==> src/pt_regs.svh <==
// field positions, reset values and timing counts of the prescaled timer group
`ifndef PT_REGS_SVH
`define PT_REGS_SVH

// ==================================================
// timing
`define PT_INSTR_DIV_M1     2'h2

// ==================================================
// field positions
`define PT_PSC_RUN_BIT      0
`define PT_T2_RUN_BIT       2
`define PT_T2_OUT_DIV2_BIT  3
`define PT_IE1_EXT1_BIT     1
`define PT_IE1_T2_BIT       3
`define PT_IE2_T3_BIT       0
`define PT_IE2_SHARED_BIT   3
`define PT_PF_CNT0_OUT_BIT  0
`define PT_EX_SYNC_BIT      0
`define PT_EX_BOTH_BIT      1
`define PT_EX_FALL_BIT      2
`define PT_EX_EN_BIT        3
`define PT_T3_RUN_BIT       2
`define PT_T3_ASTOP_BIT     3
`define PT_SS_T4_BIT        0

// ==================================================
// count source codes
`define PT_SRC_INSTR        2'h0
`define PT_SRC_PSC          2'h1
`define PT_SRC_PIN          2'h2

// ==================================================
// reset values
`define PT_CTRL_RST         4'h0
`define PT_Y_RST            4'h0

`endif

==> src/pt_pkg.sv <==
// types of the prescaled timer group
package pt_pkg;

  // ==================================================
  // instruction-side commands
  typedef enum logic [4:0] {
    OP_NONE,
    OP_WRITE_TIMER2_CONTROL,
    OP_WRITE_TIMER3_CONTROL,
    OP_WRITE_PIN_FUNCTION_CONTROL,
    OP_WRITE_PRESCALER_CONTROL,
    OP_WRITE_INTERRUPT_CONTROL_ONE,
    OP_WRITE_INTERRUPT_CONTROL_TWO,
    OP_WRITE_EXTERNAL_INPUT_CONTROL,
    OP_WRITE_INTERRUPT_SOURCE_SELECT,
    OP_LOAD_PRESCALER,
    OP_LOAD_TIMER2,
    OP_LOAD_TIMER3,
    OP_READ_CONTROL,
    OP_READ_COUNT,
    OP_READ_STATUS,
    OP_TEST_CLEAR_TIMER2_FLAG,
    OP_TEST_CLEAR_TIMER3_FLAG,
    OP_TEST_CLEAR_EXT1_FLAG,
    OP_TEST_CLEAR_SHARED_FLAG,
    OP_ENABLE_INTERRUPTS,
    OP_DISABLE_INTERRUPTS,
    OP_LOAD_PORT_INDEX,
    OP_SET_PORT_BIT,
    OP_CLEAR_PORT_BIT
  } pt_op_t;

  // ==================================================
  // timer 3 run control
  typedef enum logic [1:0] {
    T3_IDLE,
    T3_WAIT,
    T3_COUNT
  } pt_t3_state_t;

endpackage

==> src/pt_cnt_if.sv <==
// carrier between the control logic and one reload down counter
`timescale 1ns/1ns
interface pt_cnt_if #(
  parameter int W = 8
);
  logic         tick;
  logic         load;
  logic [W-1:0] load_val;
  logic [W-1:0] count;
  logic         underflow;

  modport cnt (input tick, input load, input load_val, output count, output underflow);
  modport ctl (output tick, output load, output load_val, input count, input underflow);
endinterface

==> src/pt_down_cnt.sv <==
// reload down counter with one-cycle underflow pulse
`timescale 1ns/1ns
module pt_down_cnt #(
  parameter int W = 8
)
(
  input  wire logic clk,
  input  wire logic rst,
  pt_cnt_if.cnt     bus
);
  logic [W-1:0] reload_ff;
  logic [W-1:0] count_ff;
  logic         uf_ff;

  generate
    if (W < 2 || W > 8)
    begin : g_chk
      $error("pt_down_cnt: W must lie in 2..8");
    end
  endgenerate

  // ==================================================
  // reload register
  always_ff @(posedge clk or posedge rst)
    if (rst)
      reload_ff <= '0;
    else if (bus.load)
      reload_ff <= bus.load_val;

  // ==================================================
  // count and underflow
  always_ff @(posedge clk or posedge rst)
    if (rst)
    begin
      count_ff <= '0;
      uf_ff    <= 1'b0;
    end
    else
    begin
      uf_ff <= bus.tick && !bus.load && (count_ff == '0);
      if (bus.load)
        count_ff <= bus.load_val;
      else if (bus.tick)
        count_ff <= (count_ff == '0) ? reload_ff : W'(count_ff - 1'b1);
    end

  assign bus.count     = count_ff;
  assign bus.underflow = uf_ff;
endmodule

==> src/pt_edge_det.sv <==
// edge detector with polarity and both-edge selection
`timescale 1ns/1ns
module pt_edge_det (
  input  wire logic clk,
  input  wire logic rst,
  input  wire logic sample,
  input  wire logic enable,
  input  wire logic falling,
  input  wire logic both,
  output logic      pulse
);
  logic prev_ff;
  logic pulse_ff;
  logic rise;
  logic fall;

  assign rise = sample & ~prev_ff;
  assign fall = ~sample & prev_ff;

  always_ff @(posedge clk or posedge rst)
    if (rst)
    begin
      prev_ff  <= 1'b0;
      pulse_ff <= 1'b0;
    end
    else
    begin
      prev_ff  <= sample;
      pulse_ff <= enable & (both ? (rise | fall) : (falling ? fall : rise));
    end

  assign pulse = pulse_ff;
endmodule

==> src/pt_timer_top.sv <==
// prescaled timer group: prescaler, timers 2 and 3, counter pin, port D and request flags
// ==================================================
// Overview of operation
// - prescaler control bit 0 runs the prescaler; cleared it freezes prescaled timers
// - timer 2 control bit 2 stops or starts timer 2 down-counting from loaded value
// - interrupt control one bit 3 gates the timer 2 interrupt
// - global enable flag, set by enable and cleared by disable, masks all interrupts
// - pin function bit 0 makes counter 0 pin a timer output or an input
// - register Y indexes a port D bit; latch one releases the pin as input
// - interrupt control one bit 1 gates the external 1 interrupt
// - interrupt control two bit 0 gates the timer 3 interrupt
// - external input control bit 3 enables edge recognition on the external pin
// - bit 2 picks edge polarity, zero rising; bit 1 zero means single edge
// - external input bit 0 lets a valid external edge start timer 3
// - timer 3 control bit 3 selects the automatic count-stop circuit
// - timer 3 control bit 2 stops or starts timer 3
// - timer 3 control bits 1:0 pick count source; 01 is prescaler output
// - underflow period is sysclk times 3 times prescaler+1 times timer+1
// - timer 3 flag test, only while interrupt control two bit 0 is clear, clears the flag and skips when it was set
// - interrupt control two bit 3 gates the shared timer 4 / serial interrupt
// - source select bit 0 set picks timer 4, else serial, for shared interrupt
`timescale 1ns/1ns
`include "pt_regs.svh"
module pt_timer_top
  import pt_pkg::*;
#(
  parameter int PORT_D_W = 10,
  parameter int CNT_W    = 8
)
(
  input  wire logic                CLK_SYS,
  input  wire logic                RST,
  input  wire logic                CMD_VALID,
  input  wire logic [4:0]          CMD_OP,
  input  wire logic [7:0]          CMD_DATA,
  output logic      [7:0]          RD_DATA,
  output logic                     RD_VALID,
  output logic                     SKIP,
  input  wire logic                CNTR_PIN_I,
  output logic                     CNTR_PIN_O,
  output logic                     CNTR_PIN_OE,
  input  wire logic                EXT_PIN_I,
  output logic      [PORT_D_W-1:0] PORT_D_O,
  output logic      [PORT_D_W-1:0] PORT_D_OE,
  input  wire logic                T4_EVENT,
  input  wire logic                SIO_EVENT,
  input  wire logic [3:0]          IRQ_ACK,
  output logic                     IRQ_TIMER2,
  output logic                     IRQ_EXT1,
  output logic                     IRQ_TIMER3,
  output logic                     IRQ_SHARED
);

  generate
    if (PORT_D_W < 1 || PORT_D_W > 16 || CNT_W < 2 || CNT_W > 8)
    begin : g_chk
      $error("pt_timer_top: PORT_D_W must be 1..16 and CNT_W 2..8");
    end
  endgenerate

  // ==================================================
  // declarations
  pt_op_t                op;
  logic   [1:0]          div_ff;
  logic                  instr_tick_ff;
  logic   [3:0]          t2_ctl_ff;
  logic   [3:0]          t3_ctl_ff;
  logic   [3:0]          pf_ctl_ff;
  logic                  psc_run_ff;
  logic   [3:0]          ie1_ff;
  logic   [3:0]          ie2_ff;
  logic   [3:0]          ex_ctl_ff;
  logic   [3:0]          src_sel_ff;
  logic                  gie_ff;
  logic   [3:0]          y_ff;
  logic   [PORT_D_W-1:0] port_latch_ff;
  logic   [PORT_D_W-1:0] port_oe_ff;
  logic                  t2_flag_ff;
  logic                  t3_flag_ff;
  logic                  ext1_flag_ff;
  logic                  shr_flag_ff;
  pt_t3_state_t          t3_state_ff;
  pt_t3_state_t          nxt_t3_state;
  logic                  cnt0_out_ff;
  logic                  cnt0_oe_ff;
  logic   [7:0]          rd_data_ff;
  logic                  rd_valid_ff;
  logic                  skip_ff;
  logic                  irq_t2_ff;
  logic                  irq_ext1_ff;
  logic                  irq_t3_ff;
  logic                  irq_shr_ff;
  logic                  pin_edge;
  logic                  ext_edge;
  logic                  tst_t2;
  logic                  tst_t3;
  logic                  tst_ext1;
  logic                  tst_shr;
  logic                  shr_event;

  pt_cnt_if #(.W(CNT_W)) psc_bus ();
  pt_cnt_if #(.W(CNT_W)) t2_bus ();
  pt_cnt_if #(.W(CNT_W)) t3_bus ();

  assign op = CMD_VALID ? pt_op_t'(CMD_OP) : OP_NONE;

  function automatic logic src_tick(
    input logic [1:0] src,
    input logic       instr,
    input logic       psc,
    input logic       pin
  );
    case (src)
      `PT_SRC_INSTR: src_tick = instr;
      `PT_SRC_PSC:   src_tick = psc;
      `PT_SRC_PIN:   src_tick = pin;
      default:       src_tick = 1'b0;
    endcase
  endfunction

  // ==================================================
  // instruction clock: system clock divided by three
  always_ff @(posedge CLK_SYS or posedge RST)
    if (RST)
    begin
      div_ff        <= 2'h0;
      instr_tick_ff <= 1'b0;
    end
    else
    begin
      div_ff        <= (div_ff == `PT_INSTR_DIV_M1) ? 2'h0 : 2'(div_ff + 2'h1);
      instr_tick_ff <= (div_ff == `PT_INSTR_DIV_M1);
    end

  // ==================================================
  // counters
  assign psc_bus.tick     = instr_tick_ff & psc_run_ff;
  assign psc_bus.load     = (op == OP_LOAD_PRESCALER);
  assign psc_bus.load_val = CMD_DATA[CNT_W-1:0];

  assign t2_bus.tick      = t2_ctl_ff[`PT_T2_RUN_BIT] &
                            src_tick(t2_ctl_ff[1:0], instr_tick_ff, psc_bus.underflow, pin_edge);
  assign t2_bus.load      = (op == OP_LOAD_TIMER2);
  assign t2_bus.load_val  = CMD_DATA[CNT_W-1:0];

  assign t3_bus.tick      = (t3_state_ff == T3_COUNT) &
                            src_tick(t3_ctl_ff[1:0], instr_tick_ff, psc_bus.underflow, pin_edge);
  assign t3_bus.load      = (op == OP_LOAD_TIMER3);
  assign t3_bus.load_val  = CMD_DATA[CNT_W-1:0];

  pt_down_cnt #(.W(CNT_W)) u_psc (.clk(CLK_SYS), .rst(RST), .bus(psc_bus.cnt));
  pt_down_cnt #(.W(CNT_W)) u_t2  (.clk(CLK_SYS), .rst(RST), .bus(t2_bus.cnt));
  pt_down_cnt #(.W(CNT_W)) u_t3  (.clk(CLK_SYS), .rst(RST), .bus(t3_bus.cnt));

  // ==================================================
  // edge detection
  pt_edge_det u_pin_edge (
    .clk     (CLK_SYS),
    .rst     (RST),
    .sample  (CNTR_PIN_I),
    .enable  (~pf_ctl_ff[`PT_PF_CNT0_OUT_BIT]),
    .falling (1'b0),
    .both    (1'b0),
    .pulse   (pin_edge)
  );

  pt_edge_det u_ext_edge (
    .clk     (CLK_SYS),
    .rst     (RST),
    .sample  (EXT_PIN_I),
    .enable  (ex_ctl_ff[`PT_EX_EN_BIT]),
    .falling (ex_ctl_ff[`PT_EX_FALL_BIT]),
    .both    (ex_ctl_ff[`PT_EX_BOTH_BIT]),
    .pulse   (ext_edge)
  );

  // ==================================================
  // control registers
  always_ff @(posedge CLK_SYS or posedge RST)
    if (RST)
    begin
      t2_ctl_ff  <= `PT_CTRL_RST;
      t3_ctl_ff  <= `PT_CTRL_RST;
      pf_ctl_ff  <= `PT_CTRL_RST;
      psc_run_ff <= 1'b0;
      ie1_ff     <= `PT_CTRL_RST;
      ie2_ff     <= `PT_CTRL_RST;
      ex_ctl_ff  <= `PT_CTRL_RST;
      src_sel_ff <= `PT_CTRL_RST;
    end
    else
    begin
      case (op)
        OP_WRITE_TIMER2_CONTROL:          t2_ctl_ff  <= CMD_DATA[3:0];
        OP_WRITE_TIMER3_CONTROL:          t3_ctl_ff  <= CMD_DATA[3:0];
        OP_WRITE_PIN_FUNCTION_CONTROL:    pf_ctl_ff  <= CMD_DATA[3:0];
        OP_WRITE_PRESCALER_CONTROL:       psc_run_ff <= CMD_DATA[`PT_PSC_RUN_BIT];
        OP_WRITE_INTERRUPT_CONTROL_ONE:   ie1_ff     <= CMD_DATA[3:0];
        OP_WRITE_INTERRUPT_CONTROL_TWO:   ie2_ff     <= CMD_DATA[3:0];
        OP_WRITE_EXTERNAL_INPUT_CONTROL:  ex_ctl_ff  <= CMD_DATA[3:0];
        OP_WRITE_INTERRUPT_SOURCE_SELECT: src_sel_ff <= CMD_DATA[3:0];
        default:                          ;
      endcase
    end

  // global interrupt enable
  always_ff @(posedge CLK_SYS or posedge RST)
    if (RST)
      gie_ff <= 1'b0;
    else if (op == OP_ENABLE_INTERRUPTS)
      gie_ff <= 1'b1;
    else if (op == OP_DISABLE_INTERRUPTS)
      gie_ff <= 1'b0;

  // ==================================================
  // timer 3 run control
  always_comb
  begin
    nxt_t3_state = t3_state_ff;
    if (!t3_ctl_ff[`PT_T3_RUN_BIT])
      nxt_t3_state = T3_IDLE;
    else
    begin
      case (t3_state_ff)
        T3_IDLE:
          nxt_t3_state = ex_ctl_ff[`PT_EX_SYNC_BIT] ? T3_WAIT : T3_COUNT;
        T3_WAIT:
          if (ext_edge || (!ex_ctl_ff[`PT_EX_SYNC_BIT] && !t3_ctl_ff[`PT_T3_ASTOP_BIT]))
            nxt_t3_state = T3_COUNT;
        T3_COUNT:
          if (t3_bus.underflow && t3_ctl_ff[`PT_T3_ASTOP_BIT])
            nxt_t3_state = T3_WAIT;
        default:
          nxt_t3_state = T3_IDLE;
      endcase
    end
  end

  always_ff @(posedge CLK_SYS or posedge RST)
    if (RST)
      t3_state_ff <= T3_IDLE;
    else
      t3_state_ff <= nxt_t3_state;

  // ==================================================
  // request flags and skip tests; a set wins over a clear
  assign tst_t2    = (op == OP_TEST_CLEAR_TIMER2_FLAG) && !ie1_ff[`PT_IE1_T2_BIT];
  assign tst_t3    = (op == OP_TEST_CLEAR_TIMER3_FLAG) && !ie2_ff[`PT_IE2_T3_BIT];
  assign tst_ext1  = (op == OP_TEST_CLEAR_EXT1_FLAG) && !ie1_ff[`PT_IE1_EXT1_BIT];
  assign tst_shr   = (op == OP_TEST_CLEAR_SHARED_FLAG) && !ie2_ff[`PT_IE2_SHARED_BIT];
  assign shr_event = src_sel_ff[`PT_SS_T4_BIT] ? T4_EVENT : SIO_EVENT;

  always_ff @(posedge CLK_SYS or posedge RST)
    if (RST)
    begin
      t2_flag_ff   <= 1'b0;
      t3_flag_ff   <= 1'b0;
      ext1_flag_ff <= 1'b0;
      shr_flag_ff  <= 1'b0;
      skip_ff      <= 1'b0;
    end
    else
    begin
      t2_flag_ff   <= t2_bus.underflow | (t2_flag_ff & ~(tst_t2 | IRQ_ACK[0]));
      ext1_flag_ff <= ext_edge | (ext1_flag_ff & ~(tst_ext1 | IRQ_ACK[1]));
      t3_flag_ff   <= t3_bus.underflow | (t3_flag_ff & ~(tst_t3 | IRQ_ACK[2]));
      shr_flag_ff  <= shr_event | (shr_flag_ff & ~(tst_shr | IRQ_ACK[3]));
      skip_ff      <= (tst_t2 & t2_flag_ff) | (tst_t3 & t3_flag_ff) |
                      (tst_ext1 & ext1_flag_ff) | (tst_shr & shr_flag_ff);
    end

  // ==================================================
  // interrupt requests
  always_ff @(posedge CLK_SYS or posedge RST)
    if (RST)
    begin
      irq_t2_ff   <= 1'b0;
      irq_ext1_ff <= 1'b0;
      irq_t3_ff   <= 1'b0;
      irq_shr_ff  <= 1'b0;
    end
    else
    begin
      irq_t2_ff   <= gie_ff & ie1_ff[`PT_IE1_T2_BIT] & t2_flag_ff;
      irq_ext1_ff <= gie_ff & ie1_ff[`PT_IE1_EXT1_BIT] & ext1_flag_ff;
      irq_t3_ff   <= gie_ff & ie2_ff[`PT_IE2_T3_BIT] & t3_flag_ff;
      irq_shr_ff  <= gie_ff & ie2_ff[`PT_IE2_SHARED_BIT] & shr_flag_ff;
    end

  // ==================================================
  // counter 0 pin
  always_ff @(posedge CLK_SYS or posedge RST)
    if (RST)
    begin
      cnt0_out_ff <= 1'b0;
      cnt0_oe_ff  <= 1'b0;
    end
    else
    begin
      cnt0_oe_ff <= pf_ctl_ff[`PT_PF_CNT0_OUT_BIT];
      if (!t2_ctl_ff[`PT_T2_OUT_DIV2_BIT])
        cnt0_out_ff <= 1'b0;
      else if (t2_bus.underflow)
        cnt0_out_ff <= ~cnt0_out_ff;
    end

  // ==================================================
  // port D bit access
  always_ff @(posedge CLK_SYS or posedge RST)
    if (RST)
      y_ff <= `PT_Y_RST;
    else if (op == OP_LOAD_PORT_INDEX)
      y_ff <= CMD_DATA[3:0];

  always_ff @(posedge CLK_SYS or posedge RST)
    if (RST)
    begin
      port_latch_ff <= '1;
      port_oe_ff    <= '0;
    end
    else if ((op == OP_SET_PORT_BIT || op == OP_CLEAR_PORT_BIT) && (y_ff < PORT_D_W))
    begin
      port_latch_ff[y_ff] <= (op == OP_SET_PORT_BIT);
      port_oe_ff[y_ff]    <= (op == OP_CLEAR_PORT_BIT);
    end

  // ==================================================
  // read-back
  always_ff @(posedge CLK_SYS or posedge RST)
    if (RST)
    begin
      rd_data_ff  <= 8'h00;
      rd_valid_ff <= 1'b0;
    end
    else
    begin
      rd_valid_ff <= (op == OP_READ_CONTROL) || (op == OP_READ_COUNT) || (op == OP_READ_STATUS);
      case (op)
        OP_READ_CONTROL:
          case (CMD_DATA[2:0])
            3'h0:    rd_data_ff <= {4'h0, t2_ctl_ff};
            3'h1:    rd_data_ff <= {4'h0, t3_ctl_ff};
            3'h2:    rd_data_ff <= {4'h0, pf_ctl_ff};
            3'h3:    rd_data_ff <= {7'h00, psc_run_ff};
            3'h4:    rd_data_ff <= {4'h0, ie1_ff};
            3'h5:    rd_data_ff <= {4'h0, ie2_ff};
            3'h6:    rd_data_ff <= {4'h0, ex_ctl_ff};
            default: rd_data_ff <= {4'h0, src_sel_ff};
          endcase
        OP_READ_COUNT:
          case (CMD_DATA[1:0])
            2'h0:    rd_data_ff <= 8'(psc_bus.count);
            2'h1:    rd_data_ff <= 8'(t2_bus.count);
            2'h2:    rd_data_ff <= 8'(t3_bus.count);
            default: rd_data_ff <= 8'h00;
          endcase
        OP_READ_STATUS:
          rd_data_ff <= {(t3_state_ff == T3_COUNT), (t3_state_ff == T3_WAIT), 1'b0, gie_ff,
                         shr_flag_ff, t3_flag_ff, ext1_flag_ff, t2_flag_ff};
        default:
          ;
      endcase
    end

  // ==================================================
  // outputs
  assign RD_DATA     = rd_data_ff;
  assign RD_VALID    = rd_valid_ff;
  assign SKIP        = skip_ff;
  assign CNTR_PIN_O  = cnt0_out_ff;
  assign CNTR_PIN_OE = cnt0_oe_ff;
  assign PORT_D_O    = port_latch_ff;
  assign PORT_D_OE   = port_oe_ff;
  assign IRQ_TIMER2  = irq_t2_ff;
  assign IRQ_EXT1    = irq_ext1_ff;
  assign IRQ_TIMER3  = irq_t3_ff;
  assign IRQ_SHARED  = irq_shr_ff;
endmodule

==> config.mk <==
export PLATFORM = sky130hd
export DESIGN_NAME = pt_timer_top
export DESIGN_NICKNAME = d
export VERILOG_FILES = /design/src/pt_pkg.sv /design/src/pt_cnt_if.sv /design/src/pt_down_cnt.sv /design/src/pt_edge_det.sv /design/src/pt_timer_top.sv
export VERILOG_INCLUDE_DIRS = /design/src
export SDC_FILE = /design/constraint.sdc
export NUM_CORES = 1
export LEC_CHECK = 0
export ABC_CLOCK_PERIOD_IN_PS = 11720
export BUFFER_PORTS_ARGS = -buffer_cell sky130_fd_sc_hd__buf_2
export CAP_MARGIN = 20
export CORE_MARGIN = 2
export CORE_UTILIZATION = 25
export CTS_BUF_LIST = sky130_fd_sc_hd__clkbuf_16
export DETAILED_ROUTE_END_ITERATION = 16
export GPL_TIMING_DRIVEN = 0
export PLACE_DENSITY = 0.42
export SLEW_MARGIN = 20
export SYNTH_ARGS = -nofsm -noshare
export SYNTH_HDL_FRONTEND = slang
export SYNTH_SLANG_ARGS = --single-unit
==> constraint.sdc <==
create_clock -name CLK_SYS -period 11.72 [get_ports CLK_SYS]
set_clock_uncertainty 0.1 [all_clocks]
set_input_delay 1.758 -clock CLK_SYS [delete_from_list [all_inputs] [get_ports CLK_SYS]]
set_output_delay 1.758 -clock CLK_SYS [all_outputs]
set_load 0.02 [all_outputs]
=== After elaboration in Yosys (flattened, before gate mapping) ===
Cells that the tools add are included.

* Mux-type cells: 32
* Reduce and logical (&&, ||, !) cells: 41
* Magnitude comparators: 3
* Bitwise logic cells: 45
* Equal/unequal tests: 41
* Add/sub/neg operators: 4

{| class="wikitable"
|+ Operators with widths
! kind !! count
|-
| two-way mux 8 bit || 9
|-
| one-hot mux 8 bit (3 select lines) || 2
|-
| equality test 5 x 4 -> 1 bit, second input constant || 8
|-
| equality test 5 bit, second input constant || 8
|-
| one-hot mux 4 bit (7 select lines) || 1
|-
| AND 1 bit || 24
|-
| zero test 8 bit || 3
|-
| subtractor 8 x 1 -> 8 bit, second input constant || 3
|-
| bitwise mux 10 bit || 2
|-
| equality test 5 x 3 -> 1 bit, second input constant || 4
|-
| logical AND 1 bit || 14
|-
| OR 1 bit || 12
|-
| equality test 2 bit, second input constant || 5
|-
| equality test 5 x 2 -> 1 bit, second input constant || 2
|-
| two-way mux 2 bit || 5
|-
| equality test 3 bit, second input constant || 3
|-
| zero test 1 bit || 9
|-
| NOT 1 bit || 9
|-
| equality test 2 x 1 -> 1 bit, second input constant || 4
|-
| zero test 2 bit || 4
|-
| two-way mux 1 bit || 8
|-
| nonzero test 2 bit || 4
|-
| equality test 3 x 2 -> 1 bit, second input constant || 2
|-
| one-hot mux 1 bit (3 select lines) || 2
|-
| other kinds (16) || 19
|}

* Input port bits: 24
* Flip-flop bits (word level): 134
* Output and inout bits: 36
* Logic and storage cells: 207

=== Longest topological paths before layout ===
* Depth in word-level cells: 7
* Depth in mapped cells: 9
* Gate-level depth less buffers: 7

=== Hierarchy ===
From an unflattened synthesis, not the netlist that was laid out.

* Cell total of the unflattened synthesis: 617
* Area, all modules: 6839.1 µm²

{| class="wikitable"
|+ By module, submodules not included
! module !! cells an instance !! area an instance (µm²) !! seq. area each (µm²) !! instances
|-
| pt_timer_top || 333 || 3880.0 || 1989.4 || 1
|-
| pt_down_cnt || 88 || 912.1 || 425.4 || 3
|-
| pt_edge_det || 10 || 111.4 || 50.0 || 2
|}

=== Worst setup path after synthesis ===
OpenSTA, ideal clock, no wires.

* Path kind: input-to-reg
* Start point: input CMD_OP[0]
* End point: register port_oe_ff[6] (netlist: PORT_D_OE[6])
* Stages on the path: 8
* Buffers on the path: 3
* Arrival time: 3.209 ns
* Required time: 11.492 ns
* Setup time: 0.128 ns
* Slack: 8.283 ns
* Cells stage by stage: buf_2 -> nand2b_1 -> buf_2 -> nor3_1 -> buf_2 -> o21ai_2 -> nor3b_2 -> mux2_1

* Word-level cells in the longest chain between the ends: 4
* Elaborated cells on any way between the ends: 6
* Those cells by class: eq/ne (2); mux (2); reduce/logical (2)

{| class="wikitable"
|+ Ends and longest elaborated chain
! element !! RTL line !! RTL
|-
| from (decl) || pt_timer_top.sv:34 || <nowiki>input wire logic [4:0] CMD_OP,</nowiki>
|-
| two-way mux 5 bit (*) || pt_timer_top.sv:105 || <nowiki>assign op = CMD_VALID ? pt_op_t'(CMD_OP) : OP_NONE;</nowiki>
|-
| equality test 5 bit, on equally long branches || pt_timer_top.sv:321, pt_timer_top.sv:324 ||
|-
| logical OR 1 bit || pt_timer_top.sv:321 || <nowiki>else if ((op == OP_SET_PORT_BIT || op == OP_CLEAR_PORT_BIT) && (y_ff < PORT_D_W))</nowiki>
|-
| logical AND 1 bit || pt_timer_top.sv:321 ||
|-
| to (signal, indexed assignment) || pt_timer_top.sv:324 || <nowiki>port_oe_ff[y_ff] <= (op == OP_CLEAR_PORT_BIT);</nowiki>
|-
| to (decl) || pt_timer_top.sv:77 || <nowiki>logic [PORT_D_W-1:0] port_oe_ff;</nowiki>
|}

Mark *: on every way between the ends. The rest lies on a longest branch, timed or not.
A chain may end at the register's enable or synchronous reset.

=== Final worst setup path ===
* Start point: input CMD_DATA[1]
* End point: register u_psc.count_ff[1] (netlist: u_psc.bus.count[1])

* Word-level cells in the longest chain between the ends: 1

{| class="wikitable"
|+ Ends and longest elaborated chain
! element !! RTL line !! RTL
|-
| from (decl) || pt_timer_top.sv:35 || <nowiki>input wire logic [7:0] CMD_DATA,</nowiki>
|-
| two-way mux 8 bit || pt_down_cnt.sv:41 || <nowiki>if (bus.load)</nowiki>
|-
| to (signal assigned) || pt_down_cnt.sv:42 || <nowiki>count_ff <= bus.load_val;</nowiki>
|-
| to (signal assigned) || pt_down_cnt.sv:44 || <nowiki>count_ff <= (count_ff == '0) ? reload_ff : W'(count_ff - 1'b1);</nowiki>
|-
| to (decl) || pt_down_cnt.sv:12 || <nowiki>logic [W-1:0] count_ff;</nowiki>
|}

No other way between the ends.

==> results_dict.tcl <==
set metrics [dict create \
    status "completed" \
    post_cts_resized 0 \
    whs_path_depth 1 \
    yosys.area.top_type "dfrtp_1" \
    final-hold-violation-count 0 \
    syn2layout_area_growth_pct 20.0 \
    synth_nets 722 \
    synthTopCellsByArea "dfrtp_1 46%, nand2_1 6.6%, mux2_2 5.8%, dfstp_2 3.9%, nor2_1 2.6%" \
    setup_violations 0 \
    synth_top_area_share_pct 45.7 \
    drive_gt1_share_pct 19.8 \
    port_buffers 56 \
    min_path_type "register to register" \
    criticalPathCategory "input port to register" \
    finalCritPeriodShare_pct 31.0 \
    cts-buffers-inserted 17 \
    ir_drop_uv 80.8 \
    r2r_slack_ns 9.51 \
    synth-edff-count 0 \
    min_period_ns 3.63 \
    dpl_cell_area_sq_um 7530 \
    final_common_cell "dfrtp_1" \
    use_met1_pct 21.8 \
    clk_latency_ns 0.43 \
    met3_usage_pct 2.67 \
    overflow 0 \
    drt-total-wl_microns 20700 \
    cp-end-kind "register" \
    drc 0 \
    start_util_pct 25.3 \
    critPathLaunchType "input port" \
    final_cell_mix "124 x dfrtp_1, 119 x nand2_1, 65 x buf_2, 47 x nor2_1, 35 x mux2_2" \
    fp.dieW_microns 169 \
    synth_seq_cells 134 \
    yosysWarnings 0 \
    crit_required_ns 11.97 \
    grt_pass1_wl_microns 32800 \
    ys_types 68 \
    reg2reg_to "u_t3.bus.count[2]" \
    whs_ns 0.297 \
    cts_setup_buffers 0 \
    holdBufCountCts 0 \
    power_leakage_nw 3.75 \
    critPathMaxFanout 10 \
    grtUsageMet2_pct 23.4 \
    postLayoutCellArea_sq_um 8140 \
    setup-tns-final_ns 0 \
    min-delay-start "u_pin_edge.prev_ff" \
    core-area_sq_um 26800 \
    clk_pin_slew_ns 0.06 \
    r2r_start "u_t3.bus.count[0]" \
    cts_tree "done" \
    slew_headroom_pct 25.4 \
    ys.flop_type "dfrtp_1" \
    syn_inst 690 \
    vias 5414 \
    busiest_layer "met2" \
    async_reset_ff_share_pct 100 \
    clock.fmax_mhz 275 \
    io_pins 60 \
    drt-wirelength-per-cell_microns 18.5 \
    power_density_nw_per_um2 196 \
    std_cell_rows 60 \
    finalNetCount 798 \
    drv_slew 0 \
    dieArea_sq_um 28500 \
    htreeDepth 4 \
    worst_pin_slew_ns 1.11 \
    drt_iter0_drc 319 \
    firstDrtPassIters 5 \
    grt_max_degree 98 \
    antenna_found_initial 0 \
    antennaDiodeCount 0 \
    synth_area_sq_um 6790 \
    dp_hpwl_microns 14800 \
    die_y_microns 169 \
    grt_usage_pct 15.2 \
    ys_seq_area_share_pct 49.6 \
    fin_cells 1120 \
    fillers 2820 \
    final_util_pct 30.4 \
    first_global_vias 5418 \
    cts_root_buf "clkbuf_16" \
    r2r_cells 9 \
    syn_area_per_cell_sq_um 9.84 \
    dp.cells 1088 \
    clockBufferDepth 2 \
    hold_end "u_pin_edge.pulse" \
    gp_congestion 0.828 \
    viasPerCell 4.83 \
    worstPathArrival_ns 3.89 \
    cts_num_sinks 134 \
    max_cap_violations 0 \
    rsz0062_at_grt "false" \
    ant_nets 0 \
]
[Yosys cell counts (9+ instances only)]
library cell / count
dfrtp_1: 124
nand2_1: 119
nor2_1: 47
mux2_2: 35
a21oi_1: 33
clkbuf_1: 29
o21ai_0: 22
inv_1: 21
nand3_1: 18
nor3_1: 17
mux2_1: 15
o21ai_1: 15
mux2i_1: 14
nand2b_1: 14
dfstp_2: 10
nor2b_1: 10
buf_2: 9
[stage by stage]
step	total power, mW	worst slack (ns)
after global placement	1.04	4.32
after floorplan	0.912	6.30
after detailed placement	1.04	7.68
after global routing	1.69	7.99
after CTS	1.61	8.11
final	1.60	8.09
[how the worst max path moves through the flow]
stage                start                 end  slack [ns]  depth (start not counted)
3_3_place_gp           RST   u_t2.reload_ff[1]        4.32                          2
3_5_place_dp   CMD_DATA[1]  u_psc.bus.count[1]        7.68                          6
5_1_grt        CMD_DATA[1]  u_psc.bus.count[1]        7.99                          6
6_report       CMD_DATA[1]  u_psc.bus.count[1]        8.09                          6
2_1_floorplan          RST          CNTR_PIN_O        6.30                          1
4_1_cts        CMD_DATA[1]  u_psc.bus.count[1]        8.11                          6
[flip-flops by register name (all words and copies together), names as in the netlist, 8 cells and up]
register / cells
PORT_D_OE: 10
PORT_D_O: 10
RD_DATA: 8
u_psc.bus.count: 8
u_psc.reload_ff: 8
u_t2.bus.count: 8
u_t2.reload_ff: 8
u_t3.bus.count: 8
u_t3.reload_ff: 8
[metal layers]
layer	part of all wire, %	vias to the layer above
met2	45	118
met1	50	2679
li1	-	2603
met5	0	-
met3	3.9	14
met4	1.2	0
[final cells by class]
| cell class | count | area [sq um] | area share (%) |
|---|---|---|---|
| Sequential cell | 134 | 3370 | 41.3 |
| Multi-Input combinational cell | 493 | 3160 | 38.8 |
| Tap cell | 341 | 427 | 5.24 |
| Clock buffer | 17 | 425 | 5.22 |
| Timing Repair Buffer | 57 | 308 | 3.78 |
| Clock inverter | 15 | 189 | 2.32 |
| Buffer | 42 | 184 | 2.26 |
| Inverter | 21 | 86.3 | 1.06 |
[logic make-up after synthesis]
logic type               count (synthesis)  synth area share (%)
buffers and inverters                   63                  3.87
AO/OA/AOI/OAI                          141                  14.1
flip-flops                             134                  49.6
multiplexers                            64                  10.4
AND/OR/NAND/NOR                        270                  19.3
XOR/XNOR                                10                  1.29
adder cells (fa/ha/maj)                  8                  1.47
[critical path: stages]
cell and delay [ns]:
buf_2 0.12, clkbuf_1 0.38, clkbuf_1 0.66, clkbuf_1 0.65, a22oi_1 0.20, o21ai_1 0.11
[where the power goes]
group	internal [mW]	switching (mW)	total (mW)	leakage (nW)
registers	0.550	0.0998	0.650	1.69
clock network	0.353	0.215	0.568	0.301
logic	0.167	0.213	0.381	1.76
No activity file was read; power rests on OpenSTA's default activity.
